==> src/hw/ch6_clk_pkg.sv <==
// Constants, field layouts and types shared by the channel six clock control block.
package ch6_clk_pkg;

  // Register offsets on the register port.
  localparam logic [7:0] OUTPUT6_CONTROL_ADDR = 8'h29;
  localparam logic [7:0] OUTPUT6_DIVIDER_ADDR = 8'h2a;

  // Field positions inside output6_control.
  localparam int SRC_SEL_POS = 6;
  localparam int FMT_SEL_POS = 4;
  localparam int TRUE_MODE_POS = 2;
  localparam int COMP_MODE_POS = 0;

  // Reset values of the fields and of the divider.
  localparam logic [1:0] SRC_SEL_RESET = 2'h0;
  localparam logic [1:0] FMT_SEL_RESET = 2'h1;
  localparam logic [1:0] TRUE_MODE_RESET = 2'h2;
  localparam logic [1:0] COMP_MODE_RESET = 2'h0;
  localparam logic [7:0] OUTPUT6_DIVIDER_RESET = 8'h05;

  // Value returned for an unmapped read.
  localparam logic [7:0] UNMAPPED_READ = 8'h00;

  // Synchroniser depth for pin inputs.
  localparam int SYNC_STAGES = 2;

  // Clock source codes.
  typedef enum logic [1:0] {
    SRC_SYNTH_A = 2'h0,
    SRC_SYNTH_B = 2'h1,
    SRC_PRI_REF = 2'h2,
    SRC_SEC_REF = 2'h3
  } src_sel_t;

  // Output format codes.
  typedef enum logic [1:0] {
    FMT_OFF = 2'h0,
    FMT_AC_DIFF = 2'h1,
    FMT_HCSL = 2'h2,
    FMT_CMOS = 2'h3
  } fmt_sel_t;

  // Single-ended leg codes.
  typedef enum logic [1:0] {
    LEG_TRISTATE = 2'h0,
    LEG_LOW = 2'h1,
    LEG_INVERTED = 2'h2,
    LEG_NORMAL = 2'h3
  } leg_mode_t;

  // Layout of output6_control.
  typedef struct packed {
    src_sel_t ch_source_select;
    fmt_sel_t fmt;
    leg_mode_t ch_true_leg_mode;
    leg_mode_t ch_comp_leg_mode;
  } ctl_t;

  localparam ctl_t CTL_RESET = '{src_sel_t'(SRC_SEL_RESET), fmt_sel_t'(FMT_SEL_RESET),
                                 leg_mode_t'(TRUE_MODE_RESET), leg_mode_t'(COMP_MODE_RESET)};

  // One output leg: level and active-low output enable.
  typedef struct packed {
    logic level;
    logic oe_n;
  } leg_t;

  // Driver format enables for the analog stage.
  typedef struct packed {
    logic diff_en;
    logic hcsl_en;
    logic cmos_en;
  } drive_t;

  // Register read and write port.
  typedef struct packed {
    logic wr;
    logic rd;
    logic [7:0] addr;
    logic [7:0] wdata;
  } reg_req_t;

endpackage : ch6_clk_pkg

==> src/hw/output_channel_source_divider.sv <==
// Channel six clock source selection, divider, format and leg control.
`timescale 1ns/100ps
`default_nettype none

module output_channel_source_divider (
  // Clock and reset.
  input wire logic CORE_CLK,
  input wire logic RST,
  // Register port.
  input wire ch6_clk_pkg::reg_req_t REG_REQ,
  output logic [7:0] REG_RDATA,
  // Source clocks and doubler state, all from outside this clock domain.
  input wire logic SYNTH_A_CLK,
  input wire logic SYNTH_B_CLK,
  input wire logic PRI_REF_CLK,
  input wire logic PRI_REF_X2_CLK,
  input wire logic SEC_REF_CLK,
  input wire logic SEC_REF_X2_CLK,
  input wire logic DOUBLER_EN,
  // Output stage.
  output ch6_clk_pkg::drive_t CH_DRIVE,
  output ch6_clk_pkg::leg_t CH_TRUE,
  output ch6_clk_pkg::leg_t CH_COMP
);
  import ch6_clk_pkg::*;

  // Bit order of the synchroniser vector.
  localparam int PIN_A = 0;
  localparam int PIN_B = 1;
  localparam int PIN_PRI = 2;
  localparam int PIN_PRI2 = 3;
  localparam int PIN_SEC = 4;
  localparam int PIN_SEC2 = 5;
  localparam int PIN_DBL = 6;

  ctl_t ctl;
  ctl_t next_ctl;
  logic [7:0] div_code;
  logic [7:0] next_div_code;
  logic [7:0] next_rdata;
  logic [6:0] pin_meta;
  logic [6:0] pin_sync;
  logic synth_level;
  logic ref_level;
  logic div_level;
  logic ch_clk;
  drive_t next_drive;
  leg_t next_true;
  leg_t next_comp;

  // Decode of one single-ended leg; used for both legs.
  function automatic leg_t leg_drive(input leg_mode_t mode, input logic clk);
    leg_t r;
    r = '{level: 1'b0, oe_n: 1'b1};
    unique case (mode)
      LEG_TRISTATE: r = '{level: 1'b0, oe_n: 1'b1};
      LEG_LOW: r = '{level: 1'b0, oe_n: 1'b0};
      LEG_INVERTED: r = '{level: ~clk, oe_n: 1'b0};
      LEG_NORMAL: r = '{level: clk, oe_n: 1'b0};
    endcase
    return r;
  endfunction : leg_drive

  // Register writes and reads; a read answers one cycle later and holds until the next read.
  always_comb begin
    next_ctl = ctl;
    next_div_code = div_code;
    next_rdata = REG_RDATA;
    if (REG_REQ.wr && REG_REQ.addr == OUTPUT6_CONTROL_ADDR) begin
      next_ctl = ctl_t'(REG_REQ.wdata);
    end
    if (REG_REQ.wr && REG_REQ.addr == OUTPUT6_DIVIDER_ADDR) begin
      next_div_code = REG_REQ.wdata;
    end
    if (REG_REQ.rd) begin
      if (REG_REQ.addr == OUTPUT6_CONTROL_ADDR) begin
        next_rdata = ctl;
      end else if (REG_REQ.addr == OUTPUT6_DIVIDER_ADDR) begin
        next_rdata = div_code;
      end else begin
        next_rdata = UNMAPPED_READ;
      end
    end
  end

  always_ff @(posedge CORE_CLK or posedge RST) begin
    if (RST) begin
      ctl <= CTL_RESET;
      div_code <= OUTPUT6_DIVIDER_RESET;
      REG_RDATA <= UNMAPPED_READ;
    end else begin
      ctl <= next_ctl;
      div_code <= next_div_code;
      REG_RDATA <= next_rdata;
    end
  end

  // Two-stage synchroniser; only the second stage is read by logic.
  always_ff @(posedge CORE_CLK or posedge RST) begin
    if (RST) begin
      pin_meta <= 7'h00;
      pin_sync <= 7'h00;
    end else begin
      pin_meta <= {DOUBLER_EN, SEC_REF_X2_CLK, SEC_REF_CLK, PRI_REF_X2_CLK, PRI_REF_CLK, SYNTH_B_CLK, SYNTH_A_CLK};
      pin_sync <= pin_meta;
    end
  end

  // Source selection; references never see the divider.
  always_comb begin
    synth_level = (ctl.ch_source_select == SRC_SYNTH_B) ? pin_sync[PIN_B] : pin_sync[PIN_A];
    if (ctl.ch_source_select == SRC_PRI_REF) begin
      ref_level = pin_sync[PIN_DBL] ? pin_sync[PIN_PRI2] : pin_sync[PIN_PRI];
    end else begin
      ref_level = pin_sync[PIN_DBL] ? pin_sync[PIN_SEC2] : pin_sync[PIN_SEC];
    end
    if (ctl.ch_source_select == SRC_PRI_REF || ctl.ch_source_select == SRC_SEC_REF) begin
      ch_clk = ref_level;
    end else begin
      ch_clk = div_level;
    end
  end

  // The divider sees the synthesizer mux only, so under a reference choice it keeps dividing synthesizer A, unused.
  ratio_divider u_divider (
    .clk(CORE_CLK),
    .rst(RST),
    .src_level(synth_level),
    .ratio_code(div_code),
    .div_level(div_level)
  );

  // Format decode and leg drive; a disabled channel floats both legs.
  always_comb begin
    next_drive = '{diff_en: 1'b0, hcsl_en: 1'b0, cmos_en: 1'b0};
    next_true = '{level: 1'b0, oe_n: 1'b1};
    next_comp = '{level: 1'b0, oe_n: 1'b1};
    unique case (ctl.fmt)
      FMT_OFF: begin
        next_drive = '{diff_en: 1'b0, hcsl_en: 1'b0, cmos_en: 1'b0};
      end
      FMT_AC_DIFF: begin
        next_drive.diff_en = 1'b1;
        next_true = '{level: ch_clk, oe_n: 1'b0};
        next_comp = '{level: ~ch_clk, oe_n: 1'b0};
      end
      FMT_HCSL: begin
        next_drive.hcsl_en = 1'b1;
        next_true = '{level: ch_clk, oe_n: 1'b0};
        next_comp = '{level: ~ch_clk, oe_n: 1'b0};
      end
      FMT_CMOS: begin
        next_drive.cmos_en = 1'b1;
        next_true = leg_drive(ctl.ch_true_leg_mode, ch_clk);
        next_comp = leg_drive(ctl.ch_comp_leg_mode, ch_clk);
      end
    endcase
  end

  always_ff @(posedge CORE_CLK or posedge RST) begin
    if (RST) begin
      CH_DRIVE <= '{diff_en: 1'b0, hcsl_en: 1'b0, cmos_en: 1'b0};
      CH_TRUE <= '{level: 1'b0, oe_n: 1'b1};
      CH_COMP <= '{level: 1'b0, oe_n: 1'b1};
    end else begin
      CH_DRIVE <= next_drive;
      CH_TRUE <= next_true;
      CH_COMP <= next_comp;
    end
  end
endmodule : output_channel_source_divider

`default_nettype wire

==> src/hw/ratio_divider.sv <==
// Programmable divide-by-(code plus one) counter for a sampled source clock.
`timescale 1ns/100ps
`default_nettype none

module ratio_divider (
  // Clock and reset.
  input wire logic clk,
  input wire logic rst,
  // Source level and ratio code.
  input wire logic src_level,
  input wire logic [7:0] ratio_code,
  // Divided level.
  output logic div_level
);
  import ch6_clk_pkg::*;

  logic prev;
  logic [7:0] cnt;
  logic next_prev;
  logic [7:0] next_cnt;
  logic next_div_level;
  logic rise;
  logic [8:0] high_len;

  // Count source rising edges; the high phase is the first half of each period, rounded down to whole source periods.
  always_comb begin
    rise = src_level & ~prev;
    next_prev = src_level;
    next_cnt = cnt;
    high_len = ({1'b0, ratio_code} + 9'h001) >> 1;
    if (rise) begin
      next_cnt = (cnt >= ratio_code) ? 8'h00 : cnt + 8'h01;
    end
    // Ratio one passes the source; the counter cannot produce a full-rate clock.
    if (ratio_code == 8'h00) begin
      next_div_level = src_level;
    end else begin
      next_div_level = ({1'b0, next_cnt} < high_len);
    end
  end

  always_ff @(posedge clk or posedge rst) begin
    if (rst) begin
      prev <= 1'b0;
      cnt <= 8'h00;
      div_level <= 1'b0;
    end else begin
      prev <= next_prev;
      cnt <= next_cnt;
      div_level <= next_div_level;
    end
  end
endmodule : ratio_divider

`default_nettype wire

==> config.mk <==
export PLATFORM = sky130hd
export DESIGN_NAME = output_channel_source_divider
export DESIGN_NICKNAME = d
export VERILOG_FILES = /design/src/hw/ch6_clk_pkg.sv /design/src/hw/output_channel_source_divider.sv /design/src/hw/ratio_divider.sv
export SDC_FILE = /design/constraint.sdc
export NUM_CORES = 1
export LEC_CHECK = 0
export BUFFER_PORTS_ARGS = -buffer_cell sky130_fd_sc_hd__buf_2
export CORE_UTILIZATION = 51
export DETAILED_ROUTE_END_ITERATION = 10
export PLACE_DENSITY = 0.76
export SYNTH_ARGS = -nofsm -noshare
export SYNTH_HDL_FRONTEND = slang
export SYNTH_SLANG_ARGS = --single-unit
==> constraint.sdc <==
create_clock -name CORE_CLK -period 3.21 [get_ports CORE_CLK]
set_input_delay 0.321 -clock CORE_CLK [delete_from_list [all_inputs] [get_ports CORE_CLK]]
set_output_delay 0.321 -clock CORE_CLK [all_outputs]
set_load 0.005 [all_outputs]
==> metrics.md, run 1 <==
| Metric | Value |
|---|---|
| CP Launch Type | register |
| Worst path cell trace | inv_2, ha_4, a211oi_4, o21ai_2, a21o_1, or4_4, o21ai_2, ha_1, a21o_1, a311oi_2, and4_4, a211o_1 |
| Num rows | 26 |
| Area contributors post-synth | dfrtp_1 (45%), ha_1 (10%), mux2_1 (6.6%), dfstp_2 (5.8%), a21oi_1 (3.1%) |
| Number of synthesized flops with an enable pin | 0 |
| Post-CTS Hold Buffers | 0 |
| Hold Fails Final Rpt | 0 |
| Worst EP arrival | 3.38 ns |
| Seq/Total Area, Yosys | 50.6% |
| # diodes | 0 |
| Post-DP HPWL | 4070 µm |
| Simple-gate area share of the yosys netlist | 14.2% |
| Async SR Flop Fraction | 100% |
| Syn Inst Count | 238 |
| Clock insertion delay at the later pin of the skew report | 0.31 ns |
| LEAKAGE | 1.53 nW |
| Hold crit path type | input pin to register |
| CP max-delay cell | dfstp_2 |
| Family with the most delay on the worst path | compound AO/OA/AOI/OAI gates |
| Final Setup Violations | 0 |
| Xor/xnor share of the synthesized area | 2.24% |
| Final ANT Viol Nets | 0 |
| Synth Area in Adders | 10.1% |
| DR DRC count | 0 |
| Fin. max-slew vios | 0 |
| Layout Skew | 0.00734 ns |
| Worst vdd ir | 381 µV |
| Global route overflow | 0 |
| Largest family of logic cells by synthesized area | simple AND/OR/NAND/NOR gates |
| Mapped cell area | 2730 µm² |
| CP peak stage delay | 0.54 ns |
| Die H | 75.2 µm |
| CTS Buf Count | 5 |
| Vias | 1971 |
| Slew margin rel. | 27.5% |
| Post-CTS setup buffer count | 0 |
| Drt total wl | 5480 µm |
| RePlAce Congestion | 0.788 |
| Vias in the first global route | 1848 |
| Max H-tree Level | 2 |
| Port Buffers | 41 |
| Yosys top cell area share | 44.9% |
| Final period util | 97.6% |
| Post-synthesis mux area share | 8.51% |
| Total track usage | 21.6% |
| First-pass GRT wire length | 8890 µm |
| CP Class | register to register |
| Tmin final | 3.13 ns |
| Req. time, crit path | 3.46 ns |
| Post-DR vias/cell | 5.46 |
| Core ar. | 5140 µm² |
| Fmax | 319 MHz |
| YS warnings | 0 |
| Cell Count, Final, Fillers Out | 361 |
| #FFs+latches synth | 55 |
| Synth Area in Compound Gates | 11.7% |
| DR pass1 iterations | 4 |
| Crit end category | register |
| Top FF cell, synth | dfrtp_1 |
| Die area | 5660 µm² |
| Fin nets | 339 |
| WL per Instance | 15.2 µm |
| Initial antenna violation count | 0 |
| Cell variety after synth | 45 |
| Largest net degree at the start of global routing | 56 |
| Worst path bufs/invs | 1 |
| Pwr/cell area | 453 nW/µm² |
| Mean Syn Cell Area | 11.5 µm² |
| IO Pins | 42 |
| Maxcap violations | 0 |
| DR iter-0 viols | 77 |
| Clock sinks | 55 |
| Clock slew at reported path FFs | 0.10 ns |
| Synth area leader | dfrtp_1 |
| Result of the run | completed |
| Final WS setup | 0.0783 ns |
| Net count after synthesis | 287 |
| Initial core utilization | 53.2% |
| Share of layout cells above drive strength 1 | 27.1% |
| Tot Pwr | 1.45 mW |
| Area grow syn2layout | 17.3% |
| Design area | 3210 µm² |
| Leading cell type in the layout, fill and taps excluded | dfrtp_1 |
| Die width | 75.2 µm |
| Post-Place Cells | 353 |
| Area after DPL | 3070 µm² |
| CTS max path bufs | 2 |
| Setup TNS | 0 ns |
| DP Worst Slack | 0.0145 ns |
| Worst-margin pin slew | 1.09 ns |
| Most frequent cells in the layout | dfrtp_1 (49), buf_2 (41), ha_1 (21) |
| Root Driver | clkbuf_8 |
| Worst-path fanout max | 3 |
| CTS tree | done |
-- synth_stat cells (3+ instances only) --
| library cell | instances |
|---|---|
| mux2_1 | 16 |
| dfstp_2 | 6 |
| nor2b_1 | 6 |
| o21ai_0 | 8 |
| nand3_1 | 6 |
| a22o_1 | 5 |
| mux2i_1 | 3 |
| a21oi_1 | 17 |
| and3_1 | 4 |
| a22oi_1 | 8 |
| clkbuf_1 | 3 |
| nor2_1 | 16 |
| nor3_1 | 4 |
| nand2_1 | 10 |
| ha_1 | 22 |
| dfrtp_1 | 49 |
| xnor2_1 | 6 |
| inv_1 | 13 |
| o21ai_1 | 4 |
| nand4_1 | 3 |
-- cell families after synthesis --
logic type | Yosys count
fa+ha+maj | 22
simple gates | 64
buf+inv | 19
mux | 20
flops | 55
xor+xnor | 7
compound gates | 51
-- worst paths after layout --
| kind | from | end | slack [ns] | cells after the start |
|---|---|---|---|---|
| setup / recovery | div_code[2] | u_divider.div_level | 0.08 | 12 |
| hold / removal | PRI_REF_CLK | pin_meta[2] | 0.11 | 1 |
| setup reg to reg | div_code[2] | u_divider.div_level | 0.08 | 12 |
| hold reg to reg | pin_meta[5] | pin_sync[5] | 0.35 | 0 |
| min in group asynchronous | RST | ctl[0] | 0.28 | 2 |
| max in group asynchronous | RST | u_divider.cnt[1] | 2.27 | 2 |
-- sequential cells by signal (all words and copies together), names as in the netlist --
register	count
pin_meta	7
CH_DRIVE	3
u_divider.prev	1
CH_COMP	2
div_code	8
u_divider.cnt	8
CH_TRUE	2
u_divider.div_level	1
REG_RDATA	8
pin_sync	7
ctl	8
-- what timing repair did --
item | 4_1_cts | 5_1_grt
gates cloned | 0 | 0
resized for setup | 0 | 6
setup endpoints to repair | 1 | 1
pin swaps | 1 | 3
-- metal layers --
layer / share of wire, % / wire length [µm] / global-route usage [%] / vias to the layer above
li1: - / - / - / 960
met1: 46 / 2540 / 30.4 / 948
met2: 48 / 2620 / 34.4 / 58
met3: 4.6 / 253 / 4.55 / 5
met4: 1.0 / 55 / 5.35 / 0
met5: 0 / 0 / 0 / -
-- power breakdown --
| part | switching, mW | internal, mW |
|---|---|---|
| Combinational | 0.148 | 0.130 |
| Clock | 0.224 | 0.177 |
| Sequential | 0.0344 | 0.740 |
-- stage by stage --
step / utilization, % / hold WS, ns
after CTS: 61.7 / 0.106
after global placement: 59.8 / 0.332
after global routing: 62.4 / 0.100
final: 62.4 / 0.112
after floorplan: - / 0.331
after detailed placement: 59.8 / 0.336
-- area by class of cell --
class	instances	area (µm²)
fill	430	1930
timing repair buffer	48	258
inverter	16	60.1
clock inverter	2	13.8
clock buffer	6	82.6
tap	70	87.6
sequential	55	1380
multi-input combinational	164	1320
Note: power is estimated with default switching activity, not from simulation.
==> run 2, diff against run 1 <==
- BUFFER_PORTS_ARGS: -buffer_cell sky130_fd_sc_hd__buf_2 -> -buffer_cell sky130_fd_sc_hd__clkbuf_2
- PLACE_DENSITY: 0.76 -> default
- PLACE_DENSITY_LB_ADDON: default -> 0.08
==> run 2 against run 1 <==
Sequential share of layout area up 0.068 points. Cell area down 0.16%. Sequential power about the same. Die area unchanged. First-iteration DRC count unchanged. Cell count unchanged. Via count up 0.25%. Routed wire length up 1.3%. Core utilization down 0.097 points. Critical path type unchanged.
==> metrics.md, run 2 (synthesized netlist as in run 1, its figures left out) <==
| Metric | Value |
|---|---|
| Result of the run | completed |
| Layout Skew | 0.00832 ns (+0.000976 ns) |
| Crit end category | register |
| Vias | 1976 (+0.25%) |
| # diodes | 0 (unchanged) |
| Worst Reg2Reg Path Length in Cells | 12 (unchanged) |
| CP max-delay cell | dfstp_2 |
| Slew margin rel. | 54.6% (+27 points) |
| Largest net degree at the start of global routing | 34 (-39%) |
| Final period util | 96.8% (-0.79 points) |
| Worst vdd ir | 355 µV (-6.9%) |
| Fmax | 322 MHz (+0.82%) |
| Root Driver | clkbuf_8 |
| CP Class | register to register |
| Die area | 5660 µm² (unchanged) |
| CP Launch Type | register |
| Origin of the critical flop-to-flop path | div_code[2] |
| Worst-path fanout max | 3 (unchanged) |
| Total track usage | 21.7% (+0.16 points) |
| DR pass1 iterations | 4 (unchanged) |
| Num rows | 26 (unchanged) |
| Initial antenna violation count | 0 (unchanged) |
| CP peak stage delay | 0.55 ns (about the same) |
| Post-Place Cells | 353 (unchanged) |
| First-pass GRT wire length | 8870 µm (-0.16%) |
| DR DRC count | 0 (unchanged) |
| CTS tree | done |
| Share of layout cells above drive strength 1 | 26.8% (-0.34 points) |
| RePlAce Congestion | 0.850 (+7.8%) |
| Cell Count, Final, Fillers Out | 361 (unchanged) |
| Post-CTS Hold Buffers | 0 (unchanged) |
| Grt met3 use | 3.61% (-0.94 points) |
| Maxcap violations | 0 (unchanged) |
| Design area | 3200 µm² (-0.16%) |
| Post-DR vias/cell | 5.47 (+0.25%) |
| Clock sinks | 55 (unchanged) |
| WHS | 0.0667 ns (-0.0450 ns) |
| Tot Pwr | 1.47 mW (+0.80%) |
| Tmin final | 3.11 ns (-0.0253 ns) |
| Core ar. | 5140 µm² (unchanged) |
| Area grow syn2layout | 17.1% |
| Area after DPL | 3070 µm² (unchanged) |
| WL per Instance | 15.4 µm (+1.3%) |
| Worst-margin pin slew | 0.662 ns (-0.424 ns) |
| Worst path bufs/invs | 1 (unchanged) |
| Fin nets | 339 (unchanged) |
| Die H | 75.2 µm (unchanged) |
| Family with the most delay on the worst path | compound AO/OA/AOI/OAI gates |
| Max H-tree Level | 2 (unchanged) |
| Fin. max-slew vios | 0 (unchanged) |
| Fillers | 426 (-0.93%) |
| Most Crowded Layer GR | met2 |
| Grt met1 use | 28.8% (-1.5 points) |
| Req. time, crit path | 3.49 ns (+0.03 ns) |
| Most frequent cells in the layout | dfrtp_1 (49), clkbuf_2 (41), ha_1 (21) |
| RSZ-0062 raised after global routing | false |
| Vias in the first global route | 1836 (-0.65%) |
| Pwr/cell area | 458 nW/µm² (+0.96%) |
| DR iter-0 viols | 77 (unchanged) |
| Setup TNS | 0 ns (unchanged) |
| Port Buffers | 41 (unchanged) |
| Hold crit path type | input pin to async pin |
| CTS Buf Count | 5 (unchanged) |
| CTS max path bufs | 2 (unchanged) |
| Hold Fails Final Rpt | 0 (unchanged) |
| Reg2reg end | u_divider.div_level |
| Drt total wl | 5550 µm (+1.3%) |
| Final ANT Viol Nets | 0 (unchanged) |
| Clock slew at reported path FFs | 0.11 ns (about the same) |
| Initial core utilization | 53.2% (unchanged) |
| Leading cell type in the layout, fill and taps excluded | dfrtp_1 |
| Die width | 75.2 µm (unchanged) |
| Post-DP HPWL | 4230 µm (+4.0%) |
| LEAKAGE | 1.53 nW (-0.25%) |
| Worst EP arrival | 3.38 ns (about the same) |
| Worst path cell trace | inv_2, ha_4, a211oi_2, o21ai_2, a21o_1, or4_1, o21ai_2, ha_1, a21o_1, a311oi_2, and4_4, a211o_1 |
| Clock insertion delay at the later pin of the skew report | 0.33 ns (+0.02 ns) |
| Global-route met2 utilization | 35.8% (+1.4 points) |
| Global route overflow | 0 (unchanged) |
| IO Pins | 42 (unchanged) |
| Final Setup Violations | 0 (unchanged) |
| Post-CTS setup buffer count | 0 (unchanged) |
| Reg-to-reg slack, setup | 0.10 ns (+0.03 ns) |
## run 2: area by class of cell
cell class                 instances  area (µm²)  area share (%)
inverter                          16        60.1            1.88
tap                               70        87.6            2.74
multi-input combinational        164        1310            40.9
clock buffer                       5        68.8            2.15
clock inverter                     3        33.8            1.06
sequential                        55        1380            43.2
timing repair buffer              48         258            8.05
## run 2: metal layers
metal,vias up,routed length (µm)
li1,960,-
met1,960,2490
met2,48,2710
met3,8,238
met4,0,111
met5,-,0
## run 2: per-stage QoR
step / utilization, % / setup slack (ns)
finish: 62.3 / 0.104
CTS: 61.8 / 0.0285
global route: 62.3 / 0.0379
floorplan: - / 0.0353
detailed placement: 59.8 / -0.0184
global placement: 59.8 / 0.0715
## run 2: worst max-delay path by stage
| stage | start | to | slack, ns | depth (start not counted) |
|---|---|---|---|---|
| floorplan | div_code[2] | u_divider.div_level | 0.04 | 12 |
| detailed placement | div_code[2] | u_divider.div_level | -0.02 | 12 |
| global route | div_code[7] | u_divider.div_level | 0.04 | 12 |
| finish | div_code[2] | u_divider.div_level | 0.10 | 12 |
| CTS | div_code[2] | u_divider.div_level | 0.03 | 12 |
| global placement | div_code[2] | u_divider.div_level | 0.07 | 12 |
## run 2: power breakdown
group | internal [mW] | switching (mW) | total [mW]
logic | 0.125 | 0.144 | 0.270
registers | 0.740 | 0.0357 | 0.776
clock network | 0.165 | 0.255 | 0.420
total | 1.03 | 0.435 | 1.47
## run 2: what timing repair did
action / CTS / global route
endpoints found under the hold margin: 0 / 0
pin swaps: 1 / 2
gates cloned: 0 / 0
endpoints found under the setup margin: 1 / 1
gates resized for setup: 0 / 4
